`src/common/dcolf_consts.vh`:
```
// Overview of operation
// - fast clock: DC refresh 160 ms, settle 300 ms
// - slow clock: DC refresh 640 ms, settle 1200 ms
// - voltage DC held as 32-bit two's complement
// - current DC follows selected input A or B
// - measure DC follows measured signal, 32-bit
// - current measurement copies measure DC to backup
// - temperature measurement copies measure DC to backup
// - instant frequency refresh 20 ms or 80 ms
// - per-second frequency refresh 1.28 s or 5.12 s
// - average frequency refresh 10.24 s or 40.96 s
// - frequency registers read-only, DC registers writable
// - any reset returns data registers to defaults
`ifndef DCOLF_CONSTS_VH
`define DCOLF_CONSTS_VH

`define DCOLF_SYS_CLK_KHZ 40000
`define DCOLF_MS_TO_CYC(ms) ((ms) * `DCOLF_SYS_CLK_KHZ)

`define DCOLF_DC_UPD_FAST_MS 160
`define DCOLF_DC_UPD_SLOW_MS 640
`define DCOLF_DC_SET_FAST_MS 300
`define DCOLF_DC_SET_SLOW_MS 1200
`define DCOLF_FI_FAST_MS 20
`define DCOLF_FI_SLOW_MS 80
`define DCOLF_FS_FAST_MS 1280
`define DCOLF_FS_SLOW_MS 5120
`define DCOLF_FA_FAST_MS 10240
`define DCOLF_FA_SLOW_MS 40960

`define DCOLF_IDX_DC_CUR_BACKUP 10'h0F9
`define DCOLF_IDX_DC_TEMP_BACKUP 10'h101
`define DCOLF_IDX_DC_VOLTAGE 10'h114
`define DCOLF_IDX_DC_CURRENT 10'h115
`define DCOLF_IDX_DC_MEASURE 10'h116
`define DCOLF_IDX_HZ_PER_SECOND 10'h11D
`define DCOLF_IDX_HZ_AVERAGE 10'h11E
`define DCOLF_IDX_HZ_INSTANT 10'h19A
`define DCOLF_IDX_CTRL_STATUS 10'h1F0

`define DCOLF_CTRL_SLOW_BIT 0
`define DCOLF_CTRL_SWRST_BIT 1
`define DCOLF_STAT_SETTLED_BIT 8
`define DCOLF_STAT_MSRC_LSB 9

`define DCOLF_MSRC_OTHER 2'h0
`define DCOLF_MSRC_CUR_A 2'h1
`define DCOLF_MSRC_CUR_B 2'h2
`define DCOLF_MSRC_TEMP 2'h3

`define DCOLF_DATA_RESET 32'h00000000

`endif

```
`src/verilog/dcolf_tick_gen.v`:
```
module dcolf_tick_gen #(
    parameter [31:0] FAST_PERIOD = 32'h00000010,
    parameter [31:0] SLOW_PERIOD = 32'h00000040
) (
    input wire sys_clk,
    input wire rst,
    input wire restart,
    input wire slow,
    output reg tick_q
);
    reg [31:0] cnt_q;
    wire [31:0] last_w;

    assign last_w = (slow ? SLOW_PERIOD : FAST_PERIOD) - 32'h00000001;

    always @(posedge sys_clk or posedge rst) begin
        if (rst) begin
            cnt_q <= 32'h00000000;
            tick_q <= 1'b0;
        end else if (restart) begin
            cnt_q <= 32'h00000000;
            tick_q <= 1'b0;
        end else if (cnt_q >= last_w) begin
            cnt_q <= 32'h00000000;
            tick_q <= 1'b1;
        end else begin
            cnt_q <= cnt_q + 32'h00000001;
            tick_q <= 1'b0;
        end
    end
endmodule // dcolf_tick_gen

```
`src/verilog/dcolf_results.v`:
```
// Implementation choice: the strobed register port.
`include "dcolf_consts.vh"

module dcolf_results #(
    parameter ADDR_W = 12,
    parameter [31:0] DC_UPD_FAST = `DCOLF_MS_TO_CYC(`DCOLF_DC_UPD_FAST_MS),
    parameter [31:0] DC_UPD_SLOW = `DCOLF_MS_TO_CYC(`DCOLF_DC_UPD_SLOW_MS),
    parameter [31:0] DC_SET_FAST = `DCOLF_MS_TO_CYC(`DCOLF_DC_SET_FAST_MS),
    parameter [31:0] DC_SET_SLOW = `DCOLF_MS_TO_CYC(`DCOLF_DC_SET_SLOW_MS),
    parameter [31:0] FI_FAST = `DCOLF_MS_TO_CYC(`DCOLF_FI_FAST_MS),
    parameter [31:0] FI_SLOW = `DCOLF_MS_TO_CYC(`DCOLF_FI_SLOW_MS),
    parameter [31:0] FS_FAST = `DCOLF_MS_TO_CYC(`DCOLF_FS_FAST_MS),
    parameter [31:0] FS_SLOW = `DCOLF_MS_TO_CYC(`DCOLF_FS_SLOW_MS),
    parameter [31:0] FA_FAST = `DCOLF_MS_TO_CYC(`DCOLF_FA_FAST_MS),
    parameter [31:0] FA_SLOW = `DCOLF_MS_TO_CYC(`DCOLF_FA_SLOW_MS)
) (
    input wire sys_clk,
    input wire rst,
    input wire rx_line_reset,
    input wire [ADDR_W-1:0] reg_addr,
    input wire [31:0] reg_wdata,
    input wire reg_wr,
    input wire reg_rd,
    output reg [31:0] reg_rdata_q,
    input wire [31:0] dc_voltage_in,
    input wire [31:0] dc_current_a_in,
    input wire [31:0] dc_current_b_in,
    input wire current_input_b_sel,
    input wire [31:0] dc_measure_in,
    input wire [1:0] meas_src,
    input wire [31:0] hz_instant_in,
    input wire [31:0] hz_per_second_in,
    input wire [31:0] hz_average_in,
    output reg dc_update_q,
    output reg dc_settled_q
);
    // register word index from a byte address; misaligned never hits
    function hit;
        input [ADDR_W-1:0] addr;
        input [9:0] idx;
        begin
            hit = (addr[1:0] == 2'h0) && (addr[ADDR_W-1:2] == idx);
        end
    endfunction

    reg [31:0] dc_voltage_result_q;
    reg [31:0] dc_current_result_q;
    reg [31:0] dc_measure_channel_result_q;
    reg [31:0] dc_current_meas_backup_q;
    reg [31:0] dc_temperature_backup_q;
    reg [31:0] line_hz_instant_q;
    reg [31:0] line_hz_per_second_q;
    reg [31:0] line_hz_average_q;
    reg slow_q;
    reg sw_reset_q;
    reg [31:0] settle_cnt_q;
    reg [31:0] rdata_d;

    wire dc_tick;
    wire hz_inst_tick;
    wire hz_sec_tick;
    wire hz_avg_tick;
    wire ctrl_wr;
    wire slow_d;
    wire rate_change;
    wire data_clear;
    wire timer_restart;
    wire [31:0] settle_last;
    wire [31:0] dc_current_sel;

    assign ctrl_wr = reg_wr && hit(reg_addr, `DCOLF_IDX_CTRL_STATUS);
    assign slow_d = ctrl_wr ? reg_wdata[`DCOLF_CTRL_SLOW_BIT] : slow_q;
    assign rate_change = ctrl_wr && (slow_d != slow_q);
    // rx reset and the software reset both wipe results
    assign data_clear = rx_line_reset | sw_reset_q;
    // a new metering rate restarts every interval and the settling wait
    assign timer_restart = data_clear | rate_change;
    assign settle_last = (slow_q ? DC_SET_SLOW : DC_SET_FAST) - 32'h00000001;
    assign dc_current_sel = current_input_b_sel ? dc_current_b_in : dc_current_a_in;

    dcolf_tick_gen #(
        .FAST_PERIOD(DC_UPD_FAST),
        .SLOW_PERIOD(DC_UPD_SLOW)
    ) u_dc_tick (
        .sys_clk(sys_clk),
        .rst(rst),
        .restart(timer_restart),
        .slow(slow_q),
        .tick_q(dc_tick)
    );

    dcolf_tick_gen #(
        .FAST_PERIOD(FI_FAST),
        .SLOW_PERIOD(FI_SLOW)
    ) u_hz_inst_tick (
        .sys_clk(sys_clk),
        .rst(rst),
        .restart(timer_restart),
        .slow(slow_q),
        .tick_q(hz_inst_tick)
    );

    dcolf_tick_gen #(
        .FAST_PERIOD(FS_FAST),
        .SLOW_PERIOD(FS_SLOW)
    ) u_hz_sec_tick (
        .sys_clk(sys_clk),
        .rst(rst),
        .restart(timer_restart),
        .slow(slow_q),
        .tick_q(hz_sec_tick)
    );

    dcolf_tick_gen #(
        .FAST_PERIOD(FA_FAST),
        .SLOW_PERIOD(FA_SLOW)
    ) u_hz_avg_tick (
        .sys_clk(sys_clk),
        .rst(rst),
        .restart(timer_restart),
        .slow(slow_q),
        .tick_q(hz_avg_tick)
    );

    always @(posedge sys_clk or posedge rst) begin
        if (rst) begin
            slow_q <= 1'b0;
            sw_reset_q <= 1'b0;
        end else begin
            slow_q <= slow_d;
            sw_reset_q <= ctrl_wr & reg_wdata[`DCOLF_CTRL_SWRST_BIT];
        end
    end

    // settling wait; restarts with the update timers
    always @(posedge sys_clk or posedge rst) begin
        if (rst) begin
            settle_cnt_q <= 32'h00000000;
            dc_settled_q <= 1'b0;
        end else if (timer_restart) begin
            settle_cnt_q <= 32'h00000000;
            dc_settled_q <= 1'b0;
        end else if (!dc_settled_q) begin
            if (settle_cnt_q >= settle_last) begin
                dc_settled_q <= 1'b1;
            end else begin
                settle_cnt_q <= settle_cnt_q + 32'h00000001;
            end
        end
    end

    always @(posedge sys_clk or posedge rst) begin
        if (rst) begin
            dc_update_q <= 1'b0;
        end else begin
            dc_update_q <= dc_tick;
        end
    end

    // DC results: the periodic refresh beats a host write in the same cycle
    always @(posedge sys_clk or posedge rst) begin
        if (rst) begin
            dc_voltage_result_q <= `DCOLF_DATA_RESET;
            dc_current_result_q <= `DCOLF_DATA_RESET;
            dc_measure_channel_result_q <= `DCOLF_DATA_RESET;
        end else if (data_clear) begin
            dc_voltage_result_q <= `DCOLF_DATA_RESET;
            dc_current_result_q <= `DCOLF_DATA_RESET;
            dc_measure_channel_result_q <= `DCOLF_DATA_RESET;
        end else if (dc_tick) begin
            dc_voltage_result_q <= dc_voltage_in;
            dc_current_result_q <= dc_current_sel;
            dc_measure_channel_result_q <= dc_measure_in;
        end else if (reg_wr) begin
            if (hit(reg_addr, `DCOLF_IDX_DC_VOLTAGE)) begin
                dc_voltage_result_q <= reg_wdata;
            end
            if (hit(reg_addr, `DCOLF_IDX_DC_CURRENT)) begin
                dc_current_result_q <= reg_wdata;
            end
            if (hit(reg_addr, `DCOLF_IDX_DC_MEASURE)) begin
                dc_measure_channel_result_q <= reg_wdata;
            end
        end
    end

    // backups take the same fresh value as the measure register
    always @(posedge sys_clk or posedge rst) begin
        if (rst) begin
            dc_current_meas_backup_q <= `DCOLF_DATA_RESET;
            dc_temperature_backup_q <= `DCOLF_DATA_RESET;
        end else if (data_clear) begin
            dc_current_meas_backup_q <= `DCOLF_DATA_RESET;
            dc_temperature_backup_q <= `DCOLF_DATA_RESET;
        end else begin
            if (dc_tick && (meas_src == `DCOLF_MSRC_CUR_A || meas_src == `DCOLF_MSRC_CUR_B)) begin
                dc_current_meas_backup_q <= dc_measure_in;
            end else if (reg_wr && hit(reg_addr, `DCOLF_IDX_DC_CUR_BACKUP)) begin
                dc_current_meas_backup_q <= reg_wdata;
            end
            if (dc_tick && meas_src == `DCOLF_MSRC_TEMP) begin
                dc_temperature_backup_q <= dc_measure_in;
            end else if (reg_wr && hit(reg_addr, `DCOLF_IDX_DC_TEMP_BACKUP)) begin
                dc_temperature_backup_q <= reg_wdata;
            end
        end
    end

    // frequency results: no write path exists at all
    always @(posedge sys_clk or posedge rst) begin
        if (rst) begin
            line_hz_instant_q <= `DCOLF_DATA_RESET;
            line_hz_per_second_q <= `DCOLF_DATA_RESET;
            line_hz_average_q <= `DCOLF_DATA_RESET;
        end else if (data_clear) begin
            line_hz_instant_q <= `DCOLF_DATA_RESET;
            line_hz_per_second_q <= `DCOLF_DATA_RESET;
            line_hz_average_q <= `DCOLF_DATA_RESET;
        end else begin
            if (hz_inst_tick) begin
                line_hz_instant_q <= hz_instant_in;
            end
            if (hz_sec_tick) begin
                line_hz_per_second_q <= hz_per_second_in;
            end
            if (hz_avg_tick) begin
                line_hz_average_q <= hz_average_in;
            end
        end
    end

    always @* begin
        rdata_d = 32'h00000000;
        if (reg_rd) begin
            if (hit(reg_addr, `DCOLF_IDX_DC_CUR_BACKUP)) begin
                rdata_d = dc_current_meas_backup_q;
            end else if (hit(reg_addr, `DCOLF_IDX_DC_TEMP_BACKUP)) begin
                rdata_d = dc_temperature_backup_q;
            end else if (hit(reg_addr, `DCOLF_IDX_DC_VOLTAGE)) begin
                rdata_d = dc_voltage_result_q;
            end else if (hit(reg_addr, `DCOLF_IDX_DC_CURRENT)) begin
                rdata_d = dc_current_result_q;
            end else if (hit(reg_addr, `DCOLF_IDX_DC_MEASURE)) begin
                rdata_d = dc_measure_channel_result_q;
            end else if (hit(reg_addr, `DCOLF_IDX_HZ_PER_SECOND)) begin
                rdata_d = line_hz_per_second_q;
            end else if (hit(reg_addr, `DCOLF_IDX_HZ_AVERAGE)) begin
                rdata_d = line_hz_average_q;
            end else if (hit(reg_addr, `DCOLF_IDX_HZ_INSTANT)) begin
                rdata_d = line_hz_instant_q;
            end else if (hit(reg_addr, `DCOLF_IDX_CTRL_STATUS)) begin
                rdata_d[`DCOLF_CTRL_SLOW_BIT] = slow_q;
                rdata_d[`DCOLF_STAT_SETTLED_BIT] = dc_settled_q;
                rdata_d[`DCOLF_STAT_MSRC_LSB+1:`DCOLF_STAT_MSRC_LSB] = meas_src;
            end
        end
    end

    // read data stands one cycle only, zero otherwise
    always @(posedge sys_clk or posedge rst) begin
        if (rst) begin
            reg_rdata_q <= 32'h00000000;
        end else begin
            reg_rdata_q <= rdata_d;
        end
    end
endmodule // dcolf_results

```
`config.mk`:
```
export PLATFORM = sky130hd
export DESIGN_NAME = dcolf_results
export DESIGN_NICKNAME = d
export VERILOG_FILES = /design/src/verilog/dcolf_tick_gen.v /design/src/verilog/dcolf_results.v
export VERILOG_INCLUDE_DIRS = /design/src /design/src/common
export SDC_FILE = /design/constraint.sdc
export NUM_CORES = 1
export LEC_CHECK = 0
export BUFFER_PORTS_ARGS = -buffer_cell sky130_fd_sc_hd__buf_2
export CAP_MARGIN = 20
export CORE_MARGIN = 2
export CORE_UTILIZATION = 60
export DETAILED_ROUTE_END_ITERATION = 16
export GPL_TIMING_DRIVEN = 0
export PLACE_DENSITY = 0.8
export SYNTH_ARGS = -nofsm -noshare
export SYNTH_HDL_FRONTEND = slang
export SYNTH_SLANG_ARGS = --single-unit
```
`constraint.sdc`:
```
create_clock -name sys_clk -period 39.3 [get_ports sys_clk]
set_input_delay 7.86 -clock sys_clk [delete_from_list [all_inputs] [get_ports sys_clk]]
set_output_delay 7.86 -clock sys_clk [all_outputs]
set_load 0.03 [all_outputs]
```
==> summary.md <==
| Metric | Value |
|---|---|
| Syn Inst Count | `2,384` |
| Number of global-route vias before repair | `21.1k` |
| Startpoint Class | `input port` |
| Most common cell after layout, fill and taps aside | `dfrtp_1` |
| Final HPWL from detailed placement | `59,100 microns` |
| Overflow after GRT | `0` |
| Placed cells | `3,231` |
| Least-Margin Pin Slew | `1010 ps` |
| Reg2Reg Depth | `10` |
| DRT iter0 DRCs | `2,217` |
| Starting Density | `0.606` |
| PortBufs | `306` |
| Crit. End Element | `flop` |
| # Post-CTS Setup Buffers | `0` |
| Endpoints failing hold | `0` |
| Final Util | `0.710` |
| Final setup TNS | `0 ps` |
| Largest net degree at the start of global routing | `122` |
| Initial antenna violation count | `23` |
| Netlist Area Pre-Place | `23,400 sq um` |
| H-tree depth | `2` |
| Hold-fix buffers at CTS | `0` |
| Compound-gate portion of the synthesized area | `0.184` |
| Placed cell areas | `25,800 sq um` |
| CTS tree | `built` |
| Worst Skew | `22.3 ps` |
| Total GRT Usage | `0.386` |
| Most frequent cells in the layout | `456 x dfrtp_1, 326 x buf_2, 263 x nand2_1` |
| Finish-stage setup viols | `0` |
| Area Overhead vs Synth | `17.0%` |
| Die Width | `201 microns` |
| EDFF count, synth | `0` |
| WHS Endpoint | `dc_voltage_result_q[15]` |
| Count of cell types in the netlist | `77` |
| Setup WS post-layout | `28,610 ps` |
| Layout cells sized above 1 | `0.182` |
| Req. time, crit path | `39,710 ps` |
| CORE AREA | `38,600 sq um` |
| Clock Sinks | `456` |
| Arrival time at the worst endpoint | `11,110 ps` |
| Remaining DRCs | `0` |
| Main combinational cell family by area after synthesis | `compound AO/OA/AOI/OAI gates` |
| I/O pin count | `310` |
| RR Startpoint | `slow_q` |
| Routed WL | `79,300 microns` |
| HP Start | `dc_voltage_result_q[15]` |
| Fin area | `27,400 sq um` |
| R2R Setup Slk | `35,310 ps` |
| Die span in y | `201 microns` |
| Final net count | `3,096` |
| Synth Warn # | `0` |
| CP Max Fanout | `10` |
| Post-Synth XOR/XNOR Area | `0.0390` |
| CTS resizes | `0` |
| Hold Path Depth | `2` |
| Vias per cell | `6.44` |
| Post-Synth Adder-Cell Area | `0.0300` |
| Worst VDD drop | `0.0426 mV` |
| Via count | `21.4k` |
| Status | `completed` |
| Root buffer cell | `clkbuf_16` |
| Final Cycle Share | `0.272` |
| Register area share after synthesis | `0.488` |
| ANT nets after route | `0` |
| Slew Limit Fails | `0` |
| Post-synth top flop | `dfrtp_1` |
| Pwr dens | `38.9 nW/um^2` |
| First-pass GRT wire length | `120,000 microns` |
| Fmax | `93.5 MHz` |
| Row cnt | `72` |
| Worst hold path class | `reg -> reg` |
| Synth async-reset ratio | `1.00` |
| CTS Buf Count | `48` |
| Static Leakage | `12.0 nW` |
| Syn avg cell area | `9.80 sq um` |
| RSZ-0062 raised after global routing | `no` |
| Clock-pin transition on the worst setup and hold timing paths | `60 ps` |
| Pre-CTS WS | `28,220 ps` |
| Crit Reg-Reg Endpoint | `settle_cnt_q[1]` |
| Initial DRT Pass Iterations | `6` |
| CTS Buffer Depth | `3` |
| MaxCap Viol Count | `0` |
| Synth Area in Simple Gates | `0.163` |
| Gpl congestion | `0.976` |
| Non-Filler Instances | `3,330` |
| Worst-Skew Late Latency | `610 ps` |
| Drt wl/cell | `23.8 microns` |
| Fin crit period | `10,690 ps` |
| Die ar. | `40,500 sq um` |
| Post-synthesis mux area share | `0.0651` |
| Crit Path Class | `in -> reg` |
| Yosys reg bits | `456` |
| Relative slew margins | `0.324` |
power breakdown:
part	leakage, nW	total, W	switching (W)	internal [W]
clock network	0.755	0.000452	0.000193	0.000258
registers	6.13	0.000503	0.0000132	0.000490
logic	5.15	0.000110	0.0000713	0.0000384
total	12.0	0.00106	0.000278	0.000787
critical path, stage by stage:
cell and delay, ps:
clkbuf_1 200, nor4b_4 660, nand2_1 390, nor4_1 830, nor2b_1 100, clkbuf_1 350
clkbuf_1 360, o21ai_0 160, o21ai_0 190
area by class of cell:
type	count	area, sq um
fillers	2939	11200
well taps	518	648
plain buffers	156	633
diodes	14	35.0
flip-flops and latches	456	11400
inverters	23	93.8
clock buffers	70	1400
repair buffers	313	1700
multi-input cells	1766	11300
clock inverters	14	130
kinds of logic after synthesis:
family | after synthesis
flops | 456
other cells | 1
simple gates | 809
buf+inv | 179
fa+ha+maj | 56
mux | 146
compound gates | 633
xor+xnor | 104
state kept, by name, summed over array words and instances, names as in the netlist, 32 cells and up:
signal and cells:
dc_current_meas_backup_q 32, dc_current_result_q 32, dc_measure_channel_result_q 32, dc_temperature_backup_q 32, dc_voltage_result_q 32, line_hz_average_q 32
line_hz_instant_q 32, line_hz_per_second_q 32, reg_rdata_q 32, settle_cnt_q 32, u_dc_tick.cnt_q 32, u_hz_avg_tick.cnt_q 32
u_hz_inst_tick.cnt_q 32, u_hz_sec_tick.cnt_q 32
Yosys cell counts, types with 12 or more instances:
cell type  instances  area share
nor2_1           249       0.040
o21ai_0          137       0.029
a221oi_1          12      0.0045
xnor2_1           47       0.018
xor2_1            57       0.021
and4_1            14      0.0052
nand2_1          263       0.042
buf_2             20      0.0043
nand2b_1          15      0.0040
a22oi_1           89       0.029
or3_1             18      0.0048
clkbuf_1         124       0.020
o31ai_1           75       0.024
a21oi_1          150       0.032
inv_1             23      0.0037
nand4_1           38       0.010
nand3_1           54       0.012
o31ai_2           28       0.015
and2_1            12      0.0032
mux2i_1           98       0.042
mux2_2            48       0.023
nor2b_1           35      0.0094
and3_1            13      0.0035
nor3_1            47       0.010
dfrtp_1          456        0.49
ha_1              56       0.030
a22o_1            39       0.015
stage by stage:
stage          total power (W)  hold WS (ps)
4_1_cts                0.00106           471
6_report               0.00106           471
2_1_floorplan         0.000569           440
3_3_place_gp          0.000613           454
3_5_place_dp          0.000617           458
5_1_grt                0.00110           483
how the worst max path moves through the flow:
stage	depth (start not counted)	to	slack [ps]	from
detailed placement	9	reg_rdata_q[15]	28220	reg_addr[3]
global placement	2	u_dc_tick.cnt_q[15]	14190	rst
CTS	9	reg_rdata_q[15]	28830	reg_addr[3]
finish	9	reg_rdata_q[15]	28610	reg_addr[3]
floorplan	1	dc_current_meas_backup_q[0]	18730	rst
global route	9	reg_rdata_q[15]	28590	reg_addr[3]
layer usage:
metal	vias up	share of wire	wire, microns	track usage
li1	9373	-	-	-
met1	10500	0.37	29300	0.476
met2	1239	0.46	36200	0.608
met3	348	0.099	7820	0.101
met4	22	0.074	5900	0.246
met5	-	0.0018	145	0
No activity file was read; power rests on OpenSTA's default activity.
